==> config.mk <==
export PLATFORM = sky130hd
export DESIGN_NAME = charge_supervision_timers
export DESIGN_NICKNAME = d
export VERILOG_FILES = /design/src/rtl/charge_supervision_pkg.sv /design/src/rtl/charge_supervision_timers.sv
export VERILOG_INCLUDE_DIRS = /design/src /design/src/rtl
export SDC_FILE = /design/constraint.sdc
export NUM_CORES = 1
export LEC_CHECK = 0
export BUFFER_PORTS_ARGS = -buffer_cell sky130_fd_sc_hd__buf_2
export CAP_MARGIN = 20
export CELL_PAD_IN_SITES_DETAIL_PLACEMENT = 1
export CELL_PAD_IN_SITES_GLOBAL_PLACEMENT = 1
export CORE_ASPECT_RATIO = 1.2
export CORE_MARGIN = 3
export CORE_UTILIZATION = 30
export CTS_CLUSTER_DIAMETER = 150
export DETAILED_ROUTE_END_ITERATION = 16
export PLACE_DENSITY_LB_ADDON = 0.08
export SLEW_MARGIN = 20
export SYNTH_ARGS = -nofsm -noshare
export SYNTH_HDL_FRONTEND = slang
export SYNTH_SLANG_ARGS = --single-unit
==> constraint.sdc <==
create_clock -name clk_i -period 9.28 [get_ports clk_i]
set_input_delay 1.856 -clock clk_i [delete_from_list [all_inputs] [get_ports clk_i]]
set_output_delay 1.856 -clock clk_i [all_outputs]
set_load 0.02 [all_outputs]
==> src/rtl/charge_supervision_params.svh <==
// Constants of the charger supervision block: offsets, reset values, times.
// Assumes a 50 MHz logic clock and 32-bit classic Wishbone access.
`ifndef CHARGE_SUPERVISION_PARAMS_SVH
`define CHARGE_SUPERVISION_PARAMS_SVH

// ----------------------------------------------------------------------
// Register offsets (byte addresses)
// ----------------------------------------------------------------------
`define CST_ADR_CTRL 8'h00
`define CST_ADR_TARGET 8'h04
`define CST_ADR_VREG 8'h08
`define CST_ADR_BUTTON 8'h0C
`define CST_ADR_STATUS 8'h10

// ----------------------------------------------------------------------
// Reset values
// ----------------------------------------------------------------------
`define CST_CTRL_RST 6'h05
`define CST_TARGET_RST 8'h0A
`define CST_VREG_RST 16'h1068
`define CST_BUTTON_RST 8'h00

// ----------------------------------------------------------------------
// Times and levels
// ----------------------------------------------------------------------
`define CST_CLK_PERIOD_NS 20
`define CST_US_NS 1000
`define CST_HALF_S_US 500000
`define CST_WDOG_S 50
`define CST_IRQ_PULSE_US 128
`define CST_PRE_DIVISOR 10
`define CST_TMR0_S 1800
`define CST_TMR1_S 3600
`define CST_TMR2_S 10800
`define CST_TMR3_S 21600
`define CST_WARM_DROP_MV 140
`define CST_VREG_FLOOR_MV 3600

`endif

==> src/rtl/charge_supervision_pkg.sv <==
// Types shared by the charger supervision block.
// Assumes the constants header is on the include path.
package charge_supervision_pkg;

   // Digital results of the analog side, all asynchronous to clk_i
   typedef struct packed {
      logic chip_off_n;
      logic push_button_n;
      logic load_switch_pin;
      logic vin_present;
      logic vin_above_uvlo;
      logic vin_above_bat_slp;
      logic vin_below_ovp;
      logic ts_beyond_hot;
      logic ts_warm;
      logic ts_cool;
      logic ts_beyond_cold;
      logic ts_off;
      logic die_shutdown;
      logic charge_terminated;
      logic precharge_phase;
      logic alt_loop_active;
      logic startup_done;
      logic startup_fault;
   } pins_t;

   typedef struct packed {
      logic charge_enable;
      logic mid_supply_en;
      logic system_en;
      logic aux_en;
      logic batt_discharge_on;
   } supply_t;

   typedef struct packed {
      logic aux_enable;
      logic good_pin_as_button_mirror;
      logic [1:0] safety_duration_sel;
      logic double_period_enable;
      logic irq_status_enable;
   } ctrl_t;

   typedef enum logic [2:0] {
      ST_IDLE, ST_PRE, ST_FAST, ST_DONE, ST_FAULT
   } charge_state_t;

endpackage

==> src/rtl/charge_supervision_timers.sv <==
// Charger supervision: safety timer, host watchdog, thermistor zones,
// thermal shutdown, power-good and interrupt pins, chip-off behaviour.
// Assumes asynchronous pin inputs and a classic Wishbone master.
//
// Operation
// - Safety timer starts; expiry stops charging
// - Precharge limited to one tenth
// - Safety fault: one 128 us irq pulse
// - Fault cleared only by chip-off toggle, power
// - Duration select change restarts running timer
// - Half-rate timer on other regulation loops
// - 50 s watchdog armed by first transaction
// - High impedance holds watchdog disarmed until next transaction after it ends
// - Each host transaction outside high impedance restarts the watchdog
// - Watchdog expiry resets registers except button
// - Hot or cold suspends charging, pauses safety timer
// - Cool zone halves charge current
// - Warm zone drops voltage 140 mV, floor 3.6V
// - Thermistor off threshold ignores zones
// - Die shutdown stops charging and outputs
// - Shutdown holds safety timer reset, watchdog runs
// - Status only after valid start-up
// - Outside mirror mode, power good low only for valid input
// - Mirror mode: power good follows button
// - Irq low while charging when enabled
// - Battery only, chip off: high impedance mode
// - Input present: chip_off_n low enables charging
`timescale 1ns/10ps
`include "charge_supervision_params.svh"

module charge_supervision_timers
#(
   parameter int unsigned HALF_S_US = `CST_HALF_S_US,
   parameter int unsigned IRQ_PULSE_CYC =
      `CST_IRQ_PULSE_US * `CST_US_NS / `CST_CLK_PERIOD_NS,
   parameter int unsigned WDOG_S = `CST_WDOG_S,
   parameter int unsigned TMR0_S = `CST_TMR0_S,
   parameter int unsigned TMR1_S = `CST_TMR1_S,
   parameter int unsigned TMR2_S = `CST_TMR2_S,
   parameter int unsigned TMR3_S = `CST_TMR3_S
)
(
   input logic clk_i,
   input logic rst_i,
   input logic cyc_i,
   input logic stb_i,
   input logic we_i,
   input logic [7:0] adr_i,
   input logic [3:0] sel_i,
   input logic [31:0] dat_i,
   output logic [31:0] dat_o,
   output logic ack_o,
   input charge_supervision_pkg::pins_t pins_i,
   output charge_supervision_pkg::supply_t supply_o,
   output logic [7:0] charge_current_target_o,
   output logic [15:0] vreg_target_mv_o,
   input logic irq_line_i,
   output logic irq_line_o,
   output logic irq_line_oe_o,
   input logic power_good_n_i,
   output logic power_good_n_o,
   output logic power_good_n_oe_o
);
   import charge_supervision_pkg::*;

   localparam int unsigned US_CYC = `CST_US_NS / `CST_CLK_PERIOD_NS;
   localparam logic [7:0] WD_HALVES = 8'(2 * WDOG_S);

   // -------------------------------------------------------------------
   // Pin synchronisers
   // -------------------------------------------------------------------
   pins_t sync1;
   pins_t p;
   pins_t p_d;

   always_ff @(posedge clk_i)
   begin
      if (rst_i)
      begin
         sync1 <= '0;
         p <= '0;
         p_d <= '0;
      end
      else
      begin
         sync1 <= pins_i;
         p <= sync1;
         p_d <= p;
      end
   end

   wire status_valid = p.startup_done & ~p.startup_fault;
   wire thermal = p.die_shutdown;
   wire hiz = ~p.vin_present & ~p.chip_off_n;
   wire charge_req = p.vin_present & ~p.chip_off_n & status_valid;
   wire ts_on = ~p.ts_off;
   wire ts_suspend = ts_on & (p.ts_beyond_hot | p.ts_beyond_cold);
   wire ts_cool_zone = ts_on & p.ts_cool & ~p.ts_beyond_cold;
   wire ts_warm_zone = ts_on & p.ts_warm & ~p.ts_beyond_hot;
   wire fault_clear = (p.chip_off_n ^ p_d.chip_off_n)
      | (p_d.vin_present & ~p.vin_present);

   // -------------------------------------------------------------------
   // Timebase
   // -------------------------------------------------------------------
   logic [5:0] cyc_cnt;
   logic [19:0] us_cnt;
   logic half_phase;
   wire us_tick = cyc_cnt == 6'(US_CYC - 1);
   wire half_tick = us_tick & (us_cnt == 20'(HALF_S_US - 1));

   always_ff @(posedge clk_i)
   begin
      if (rst_i)
      begin
         cyc_cnt <= '0;
         us_cnt <= '0;
         half_phase <= 1'b0;
      end
      else
      begin
         cyc_cnt <= us_tick ? 6'h0 : cyc_cnt + 6'h1;
         if (us_tick)
            us_cnt <= half_tick ? 20'h0_0000 : us_cnt + 20'h0_0001;
         if (half_tick)
            half_phase <= ~half_phase;
      end
   end

   // -------------------------------------------------------------------
   // Wishbone slave and registers
   // -------------------------------------------------------------------
   ctrl_t ctrl;
   logic [7:0] target;
   logic [15:0] vreg;
   logic [7:0] button;
   logic wd_expire;
   charge_state_t state;
   logic err_safety;
   logic err_thermal;
   logic err_ts;
   logic wd_armed;

   wire req = cyc_i & stb_i & ~ack_o;
   wire wr = req & we_i;
   wire hit_ctrl = adr_i == `CST_ADR_CTRL;
   wire hit_target = adr_i == `CST_ADR_TARGET;
   wire hit_vreg = adr_i == `CST_ADR_VREG;
   wire hit_button = adr_i == `CST_ADR_BUTTON;
   wire hit_status = adr_i == `CST_ADR_STATUS;
   wire wr_ctrl = wr & hit_ctrl & sel_i[0];
   wire ctrl_t new_ctrl = ctrl_t'(dat_i[5:0]);
   wire running = (state == ST_PRE) | (state == ST_FAST);
   wire sel_restart = wr_ctrl & running
      & (new_ctrl.safety_duration_sel != ctrl.safety_duration_sel);
   wire soft_rst = rst_i | wd_expire;

   wire [1:0] state_field = (state == ST_FAULT) ? 2'h3 :
      (state == ST_DONE) ? 2'h2 : running ? 2'h1 : 2'h0;
   wire [31:0] status_word = {25'h000_0000, hiz, wd_armed, err_ts,
      err_thermal, err_safety, state_field};
   wire [31:0] rd_mux =
      hit_ctrl ? {26'h000_0000, ctrl} :
      hit_target ? {24'h00_0000, target} :
      hit_vreg ? {16'h0000, vreg} :
      hit_button ? {24'h00_0000, button} :
      hit_status ? status_word : 32'h0000_0000;

   always_ff @(posedge clk_i)
   begin
      if (rst_i)
      begin
         ack_o <= 1'b0;
         dat_o <= '0;
      end
      else
      begin
         ack_o <= req;
         dat_o <= req ? rd_mux : 32'h0000_0000;
      end
   end

   // Expiry returns everything but the button settings to default
   always_ff @(posedge clk_i)
   begin
      if (soft_rst)
      begin
         ctrl <= ctrl_t'(`CST_CTRL_RST);
         target <= `CST_TARGET_RST;
         vreg <= `CST_VREG_RST;
      end
      else
      begin
         if (wr_ctrl)
            ctrl <= new_ctrl;
         if (wr & hit_target & sel_i[0])
            target <= dat_i[7:0];
         if (wr & hit_vreg & sel_i[0])
            vreg[7:0] <= dat_i[7:0];
         if (wr & hit_vreg & sel_i[1])
            vreg[15:8] <= dat_i[15:8];
      end
   end

   always_ff @(posedge clk_i)
   begin
      if (rst_i)
         button <= `CST_BUTTON_RST;
      else if (wr & hit_button & sel_i[0])
         button <= dat_i[7:0];
   end

   // -------------------------------------------------------------------
   // Host watchdog
   // -------------------------------------------------------------------
   logic [7:0] wd_cnt;
   assign wd_expire = wd_armed & half_tick & (wd_cnt == WD_HALVES - 8'h01);

   // Thermal shutdown deliberately not in this path
   always_ff @(posedge clk_i)
   begin
      if (rst_i | hiz | wd_expire)
      begin
         wd_armed <= 1'b0;
         wd_cnt <= '0;
      end
      else if (ack_o)
      begin
         wd_armed <= 1'b1;
         wd_cnt <= '0;
      end
      else if (wd_armed & half_tick)
         wd_cnt <= wd_cnt + 8'h01;
   end

   // -------------------------------------------------------------------
   // Safety timer, counted in half seconds
   // -------------------------------------------------------------------
   charge_state_t next_state;
   logic [16:0] safety_cnt;
   logic [15:0] dur_s;

   always_comb
   begin
      unique case (ctrl.safety_duration_sel)
         2'd0: dur_s = 16'(TMR0_S);
         2'd1: dur_s = 16'(TMR1_S);
         2'd2: dur_s = 16'(TMR2_S);
         2'd3: dur_s = 16'(TMR3_S);
      endcase
   end

   wire [16:0] fast_lim = {dur_s, 1'b0};
   wire [16:0] pre_lim = 17'(fast_lim / 17'(`CST_PRE_DIVISOR));
   wire expired = (state == ST_PRE) ? (safety_cnt >= pre_lim)
      : (safety_cnt >= fast_lim);
   wire slow = ctrl.double_period_enable & p.alt_loop_active;
   wire step = half_tick & (~slow | half_phase) & ~ts_suspend;

   always_comb
   begin
      next_state = state;
      unique case (state)
         ST_IDLE:
            if (charge_req & ~thermal & ~p.charge_terminated)
               next_state = p.precharge_phase ? ST_PRE : ST_FAST;
         ST_PRE, ST_FAST:
            if (~charge_req)
               next_state = ST_IDLE;
            else if (p.charge_terminated)
               next_state = ST_DONE;
            else if (expired)
               next_state = ST_FAULT;
            else if ((state == ST_PRE) & ~p.precharge_phase)
               next_state = ST_FAST;
         ST_DONE:
            if (~charge_req | ~p.charge_terminated)
               next_state = ST_IDLE;
         ST_FAULT:
            if (fault_clear)
               next_state = ST_IDLE;
      endcase
   end

   always_ff @(posedge clk_i)
   begin
      if (rst_i)
         state <= ST_IDLE;
      else
         state <= next_state;
   end

   // Precharge time counts toward the overall limit
   always_ff @(posedge clk_i)
   begin
      if (rst_i | (state == ST_IDLE) | thermal | sel_restart)
         safety_cnt <= '0;
      else if (running & step & ~expired)
         safety_cnt <= safety_cnt + 17'h0_0001;
   end

   always_ff @(posedge clk_i)
   begin
      if (rst_i)
      begin
         err_safety <= 1'b0;
         err_thermal <= 1'b0;
         err_ts <= 1'b0;
      end
      else
      begin
         err_safety <= next_state == ST_FAULT;
         err_thermal <= thermal;
         err_ts <= ts_suspend;
      end
   end

   // -------------------------------------------------------------------
   // Interrupt pulse and status pins
   // -------------------------------------------------------------------
   logic [12:0] pulse_cnt;
   logic ts_suspend_d;
   wire pulse_act = pulse_cnt != 13'h0000;
   wire fault_evt = status_valid & (((next_state == ST_FAULT)
      & (state != ST_FAULT)) | (thermal & ~p_d.die_shutdown)
      | (ts_suspend & ~ts_suspend_d));
   wire charging_low = ctrl.irq_status_enable & status_valid & running;

   // Faults during a pulse merge into it, so one pulse per burst
   always_ff @(posedge clk_i)
   begin
      if (rst_i)
      begin
         pulse_cnt <= '0;
         ts_suspend_d <= 1'b0;
      end
      else
      begin
         ts_suspend_d <= ts_suspend;
         if (pulse_act)
            pulse_cnt <= pulse_cnt - 13'h0001;
         else if (fault_evt)
            pulse_cnt <= 13'(IRQ_PULSE_CYC);
      end
   end

   wire pg_input_ok = p.vin_above_uvlo & p.vin_above_bat_slp
      & p.vin_below_ovp;
   wire pg_low = status_valid & (ctrl.good_pin_as_button_mirror
      ? ~p.push_button_n : pg_input_ok);

   always_ff @(posedge clk_i)
   begin
      if (rst_i)
      begin
         irq_line_oe_o <= 1'b0;
         power_good_n_oe_o <= 1'b0;
      end
      else
      begin
         irq_line_oe_o <= pulse_act | charging_low;
         power_good_n_oe_o <= pg_low;
      end
   end

   // Open-drain pins only ever pull low
   assign irq_line_o = 1'b0;
   assign power_good_n_o = 1'b0;

   // -------------------------------------------------------------------
   // Supply control and regulation targets
   // -------------------------------------------------------------------
   wire [15:0] warm_v = (vreg >= 16'(`CST_VREG_FLOOR_MV + `CST_WARM_DROP_MV))
      ? vreg - 16'(`CST_WARM_DROP_MV) : 16'(`CST_VREG_FLOOR_MV);

   always_ff @(posedge clk_i)
   begin
      if (rst_i)
      begin
         supply_o <= '0;
         charge_current_target_o <= '0;
         vreg_target_mv_o <= '0;
      end
      else
      begin
         supply_o.charge_enable <= running & ~thermal & ~ts_suspend;
         supply_o.mid_supply_en <= ~thermal;
         supply_o.system_en <= ~thermal;
         supply_o.aux_en <= ~thermal
            & (ctrl.aux_enable | p.load_switch_pin);
         supply_o.batt_discharge_on <= hiz;
         charge_current_target_o <= ts_cool_zone
            ? {1'b0, target[7:1]} : target;
         vreg_target_mv_o <= ts_warm_zone ? warm_v : vreg;
      end
   end

   logic [12:0] pulse_len;
   always_ff @(posedge clk_i)
   begin
      if (rst_i)
         pulse_len <= '0;
      else
         pulse_len <= pulse_act ? pulse_len + 13'h0001 : 13'h0000;
   end
endmodule // charge_supervision_timers

Yosys cells after proc, flatten, opt, wreduce, memory -nomap -nowiden
Cells that the tools add are included.
W data, S select, Z words.
Storage, ports and cells
  bits in registers: 211
  logic and storage cells: 220
  output and inout port bits: 66
Cells by class
  add/sub/neg operators: 6
  bitwise operators: 82
  reduce and logical (&&, ||, !) cells: 13
  eq/ne operators: 17
  div/mod/pow operators: 1
  muxes and demuxes: 26
  order comparisons: 3
Operators by type and width (count)
  $pmux W16 S4: 1
  $mux W16: 3
  $and A1 B1 Y1: 47
  $ge A17 B17 Y1: 2
  $mux W13: 2
  $mux W3: 7
  $add A20 B1 Y20 const B: 1
  $eq A20 B19 Y1 const B: 1
  $mux W20: 1
  $not A1 Y1: 19
  $add A17 B1 Y17 const B: 1
  $div A17 B4 Y17 const B: 1
  $eq A8 B4 Y1 const B: 2
  $ge A16 B12 Y1 const B: 1
  $mux W8: 2
  $sub A16 B8 Y16 const B: 1
  $or A1 B1 Y1: 15
  $mux W7: 2
  $reduce_bool A13 Y1: 1
  $sub A13 B1 Y13 const B: 1
  $pmux W3 S4: 1
  $reduce_or A2 Y1: 5
  $add A8 B1 Y8 const B: 1
  $eq A8 B3 Y1 const B: 1
  other kinds (22): 29

Longest topological paths before layout
  word-level depth: 16
  mapped depth: 19
  gate-level depth less buffers: 18

Worst setup path after synthesis
Ideal clock, no wire load.
  path type: in2reg
  from: in adr_i[7]
  to: reg safety_cnt[15]
  arrival: 3999 ps
  stages on the path: 12
  data required time: 9164 ps
  library setup time: 116 ps
  slack: 5165 ps
  cells stage by stage: nor3_1 -> nand2b_1 -> nor2_1 -> and2_1 -> clkbuf_1 -> nor2b_1 -> clkbuf_1 -> o211ai_1 -> nand3b_1 -> dlygate4sd1_1 -> nor2_1 -> a41o_1
On the way
  word-level cells in the longest chain between the ends: 6
Ends and longest elaborated chain
  start: declaration: line charge_supervision_timers.sv:48  | input logic [7:0] adr_i,
  $logic_not A8 Y1 (no source line)
  $and A1 B1 Y1 (2 in a row): line charge_supervision_timers.sv:151  | wire wr_ctrl = wr & hit_ctrl & sel_i[0];
  $and A1 B1 Y1: line charge_supervision_timers.sv:154  | wire sel_restart = wr_ctrl & running
  $and A1 B1 Y1: line charge_supervision_timers.sv:155  | & (new_ctrl.safety_duration_sel != ctrl.safety_duration_sel);
  $or A1 B1 Y1: line charge_supervision_timers.sv:296  | if (rst_i | (state == ST_IDLE) | thermal | sel_restart)
  end signal: assignment: line charge_supervision_timers.sv:299  | safety_cnt <= safety_cnt + 17'h0_0001;
  end: declaration: line charge_supervision_timers.sv:240  | logic [16:0] safety_cnt;
Every way passes these cells.
A chain may end at the register's enable or synchronous reset.

Worst setup path after layout
  from: reg ctrl[2] (netlist bit)
  to: reg safety_cnt[4]
On the way
  word-level cells in the longest chain between the ends: 7
  elaborated cells between the ends (all ways): 14
  those cells by class: div (1); order compare (2); eq/ne (4); mux (2); bitwise (4); reduce/logical (1)
Ends and longest elaborated chain
  start: declaration: line charge_supervision_timers.sv:133  | ctrl_t ctrl;
  start signal: assignment: line charge_supervision_timers.sv:188  | ctrl <= ctrl_t'(`CST_CTRL_RST);
  start signal: assignment: line charge_supervision_timers.sv:195  | ctrl <= new_ctrl;
  $eq A2 B2 Y1 (tied with other cells): line charge_supervision_timers.sv:245  | unique case (ctrl.safety_duration_sel)
  $pmux W16 S4: line charge_supervision_timers.sv:245
  $div A17 B4 Y17: line charge_supervision_timers.sv:254  | wire [16:0] pre_lim = 17'(fast_lim / 17'(`CST_PRE_DIVISOR));
  $ge A17 B17 Y1: line charge_supervision_timers.sv:255  | wire expired = (state == ST_PRE) ? (safety_cnt >= pre_lim)
  $mux W1: line charge_supervision_timers.sv:255
  $not A1 Y1: line charge_supervision_timers.sv:298  | else if (running & step & ~expired)
  $and A1 B1 Y1: line charge_supervision_timers.sv:298
Several ways; a longest one is shown, not always the timed one. The select of a mux whose other input is x is not followed.

==> out/metrics.cfg <==
[worst_setup_path]
r2r_cells = 17
critPathMostFrequentCell = ha_1
cp_max_fo = 14
reg2reg_to = safety_cnt[4]
crit_required_ns = 9.63
cp_cell_sequence = inv_1 > ha_1 > ha_1 > o21ai_0 > and3_2 > nor2_1 > or3_1 > o21ba_4 > ha_1 > nand2_1 > nor4_1 > nand3_1 > nor2_1 > o311a_4 > or4b_1 > or3_1 > a21oi_1
cp_num_buf_inv = 1
slowest_stage = or4b_1
criticalPathCategory = register to register
startpoint_type = register
slowest_delay_ns = 0.68
reg2reg_slack_ns = 4.17
crit_path_end_kind = register
worst_path_dominant_cell_family = simple AND/OR/NAND/NOR gates
arrival_ns = 5.46
timing.rr.start = ctrl[2]

[drt]
drcViolationCount = 0
ant_nets = 0
first_pass_iters = 4
via_per_inst = 4.88
dr_total_vias = 7236
wl_per_cell_um = 16.5
drt-total-wl_um = 24500
drt-initial-drc-count = 246

[clock_network]
cts_tree = yes
htreeDepth = 4
holdBufCountCts = 0
cts_inserted_buffers = 17
cts.repair.resized = 0
clock-sinks = 195
clock_path_buffers = 2
clkTransAtPathRegs_ns = 0.08
post_cts_buffers = 0
clk_latency_ns = 0.43
root_buffer = clkbuf_16

[synth]
synth-main-ff-cell = dfxtp_1
postSynth.asyncResetShare_pct = 0
synth_top_cell_by_area = dfxtp_1
synth_edf_count = 0
synth.avg_cell_area_um2 = 9.10
ys_ff_latch = 195
ys_types = 87
yosysSeqAreaShare_pct = 42.8
netlist_top_cells_area = dfxtp_1 43%, nor2_1 5.6%, ha_1 5.5%, mux2i_1 5.5%, nor2b_1 3.4%
netlist_instances = 1003
synth_warnings = 0
synth_area_um2 = 9130
synth_top_area_share_pct = 42.8

[layout]
syn_to_final_growth_pct = 14.5
diodes = 0
drive_above_1_share_pct = 14.9
most-common-layout-cells = 195 x dfxtp_1, 137 x nor2_1, 95 x buf_2
utilization_pct = 35.1
final_common_cell = dfxtp_1
final_nets = 1190

[hold_path]
hold_class = register to register
hold_start = sync1[12]
worst_hold_path.endpoint = p[12]
hold_depth = 1

[sta]
layout_min_cycle_time_ns = 5.11
clock.fmax_ghz = 0.196
slew_headroom_pct = 28.3
min_period_over_period_pct = 55.0
tns_ns = 0
slew_viol_final = 0
setup_viol = 0
hold_viol_final = 0
rsz0062_at_grt = no
skew_ns = 0.0123
tightest_slew_ns = 1.07

[grt]
antenna_found_initial = 2
grt_pass1_wl_um = 40100
grt_pass1_vias = 7489
grt_max_degree = 62
overflow = 0
grtUsageTotal_pct = 15.5

[die]
initial_utilization_pct = 30.6
row_count = 69
die_h_um = 197
die-area_um2 = 32600
core_area_um2 = 29800
die_w_um = 165
io_pins = 135

[pwr]
peakVddDrop_mv = 0.113
power.density_nw_per_um2 = 174
total_leakage_power_nw = 4.07

[status]
status = finished, final reports clean

[place]
gp_congestion = 0.757
io_buffers = 96
hpwl_um = 18300

[run]
cap_violations = 0

-- final cells by class --
| type | instances | area, um2 |
|---|---|---|
| multi-input combinational | 735 | 4840 |
| inverter | 31 | 116 |
| fill | 3478 | 19300 |
| sequential | 195 | 3900 |
| timing repair buffer | 101 | 520 |
| clock buffer | 17 | 425 |
| clock inverter | 15 | 151 |
| tap | 390 | 488 |
-- routing by layer --
layer | GRT usage, % | routed length [um] | vias to the layer above
li1 | - | - | 3633
met3 | 2.73 | 738 | 17
met5 | 0 | 25 | -
met2 | 26.2 | 12000 | 98
met4 | 4.04 | 278 | 4
met1 | 20.5 | 11500 | 3484
-- cells in the mapped netlist, drive strengths merged, types with 28 or more instances --
library cell  count
a21oi            28
mux2i            50
nor2            138
ha               40
dfxtp           195
inv              31
nor2b            49
clkbuf           32
xor2             33
nand2            59
nand3            29
-- flip-flops by register name (all words and copies together), names as in the netlist, 13 cells and up --
signal,cells
dat_o,16
p,17
pulse_cnt,13
safety_cnt,17
sync1,18
us_cnt,20
vreg,16
vreg_target_mv_o,16
-- cells by family (layout without fill, tap and decap cells) --
logic type	count (synthesis)	after routing	synth area share [%]
AOI/OAI and AO/OA	143	143	11.4
xor gates and xnor gates	60	60	5.76
adders and majority gates	40	40	5.48
buffers and inverters	90	164	4.88
DFF	195	195	42.8
muxes	55	55	6.10
other	1	18	0.0411
and+or+nand+nor	419	419	23.6
-- power by group --
| group | switching (W) | internal [W] |
|---|---|---|
| clock network | 0.000349 | 0.000380 |
| registers | 0.0000226 | 0.000873 |
| logic | 0.000110 | 0.0000798 |
-- metrics by stage --
| stage | worst slack [ns] | area [um2] | hold slack (ns) | total power (W) | instances |
|---|---|---|---|---|---|
| 2_1_floorplan | 5.16 | 9190 | 0.405 | 0.00106 | 1020 |
| 3_3_place_gp | 4.32 | 9870 | 0.417 | 0.00111 | 1452 |
| 3_5_place_dp | 4.21 | 9870 | 0.424 | 0.00111 | 1452 |
| 4_1_cts | 4.19 | 10400 | 0.439 | 0.00185 | 1484 |
| 5_1_grt | 3.77 | 10400 | 0.462 | 0.00191 | 1484 |
| 6_report | 4.17 | 10400 | 0.432 | 0.00181 | 1484 |
-- how the worst max path moves through the flow --
stage,startpoint,end,depth (start not counted)
after global placement,ctrl[2],safety_cnt[12],17
after global routing,ctrl[2],err_safety,16
after detailed placement,ctrl[2],safety_cnt[4],17
after floorplan,adr_i[7],safety_cnt[15],12
after CTS,ctrl[2],safety_cnt[4],17
final,ctrl[2],safety_cnt[4],17
(Power assumes the default switching activity.)
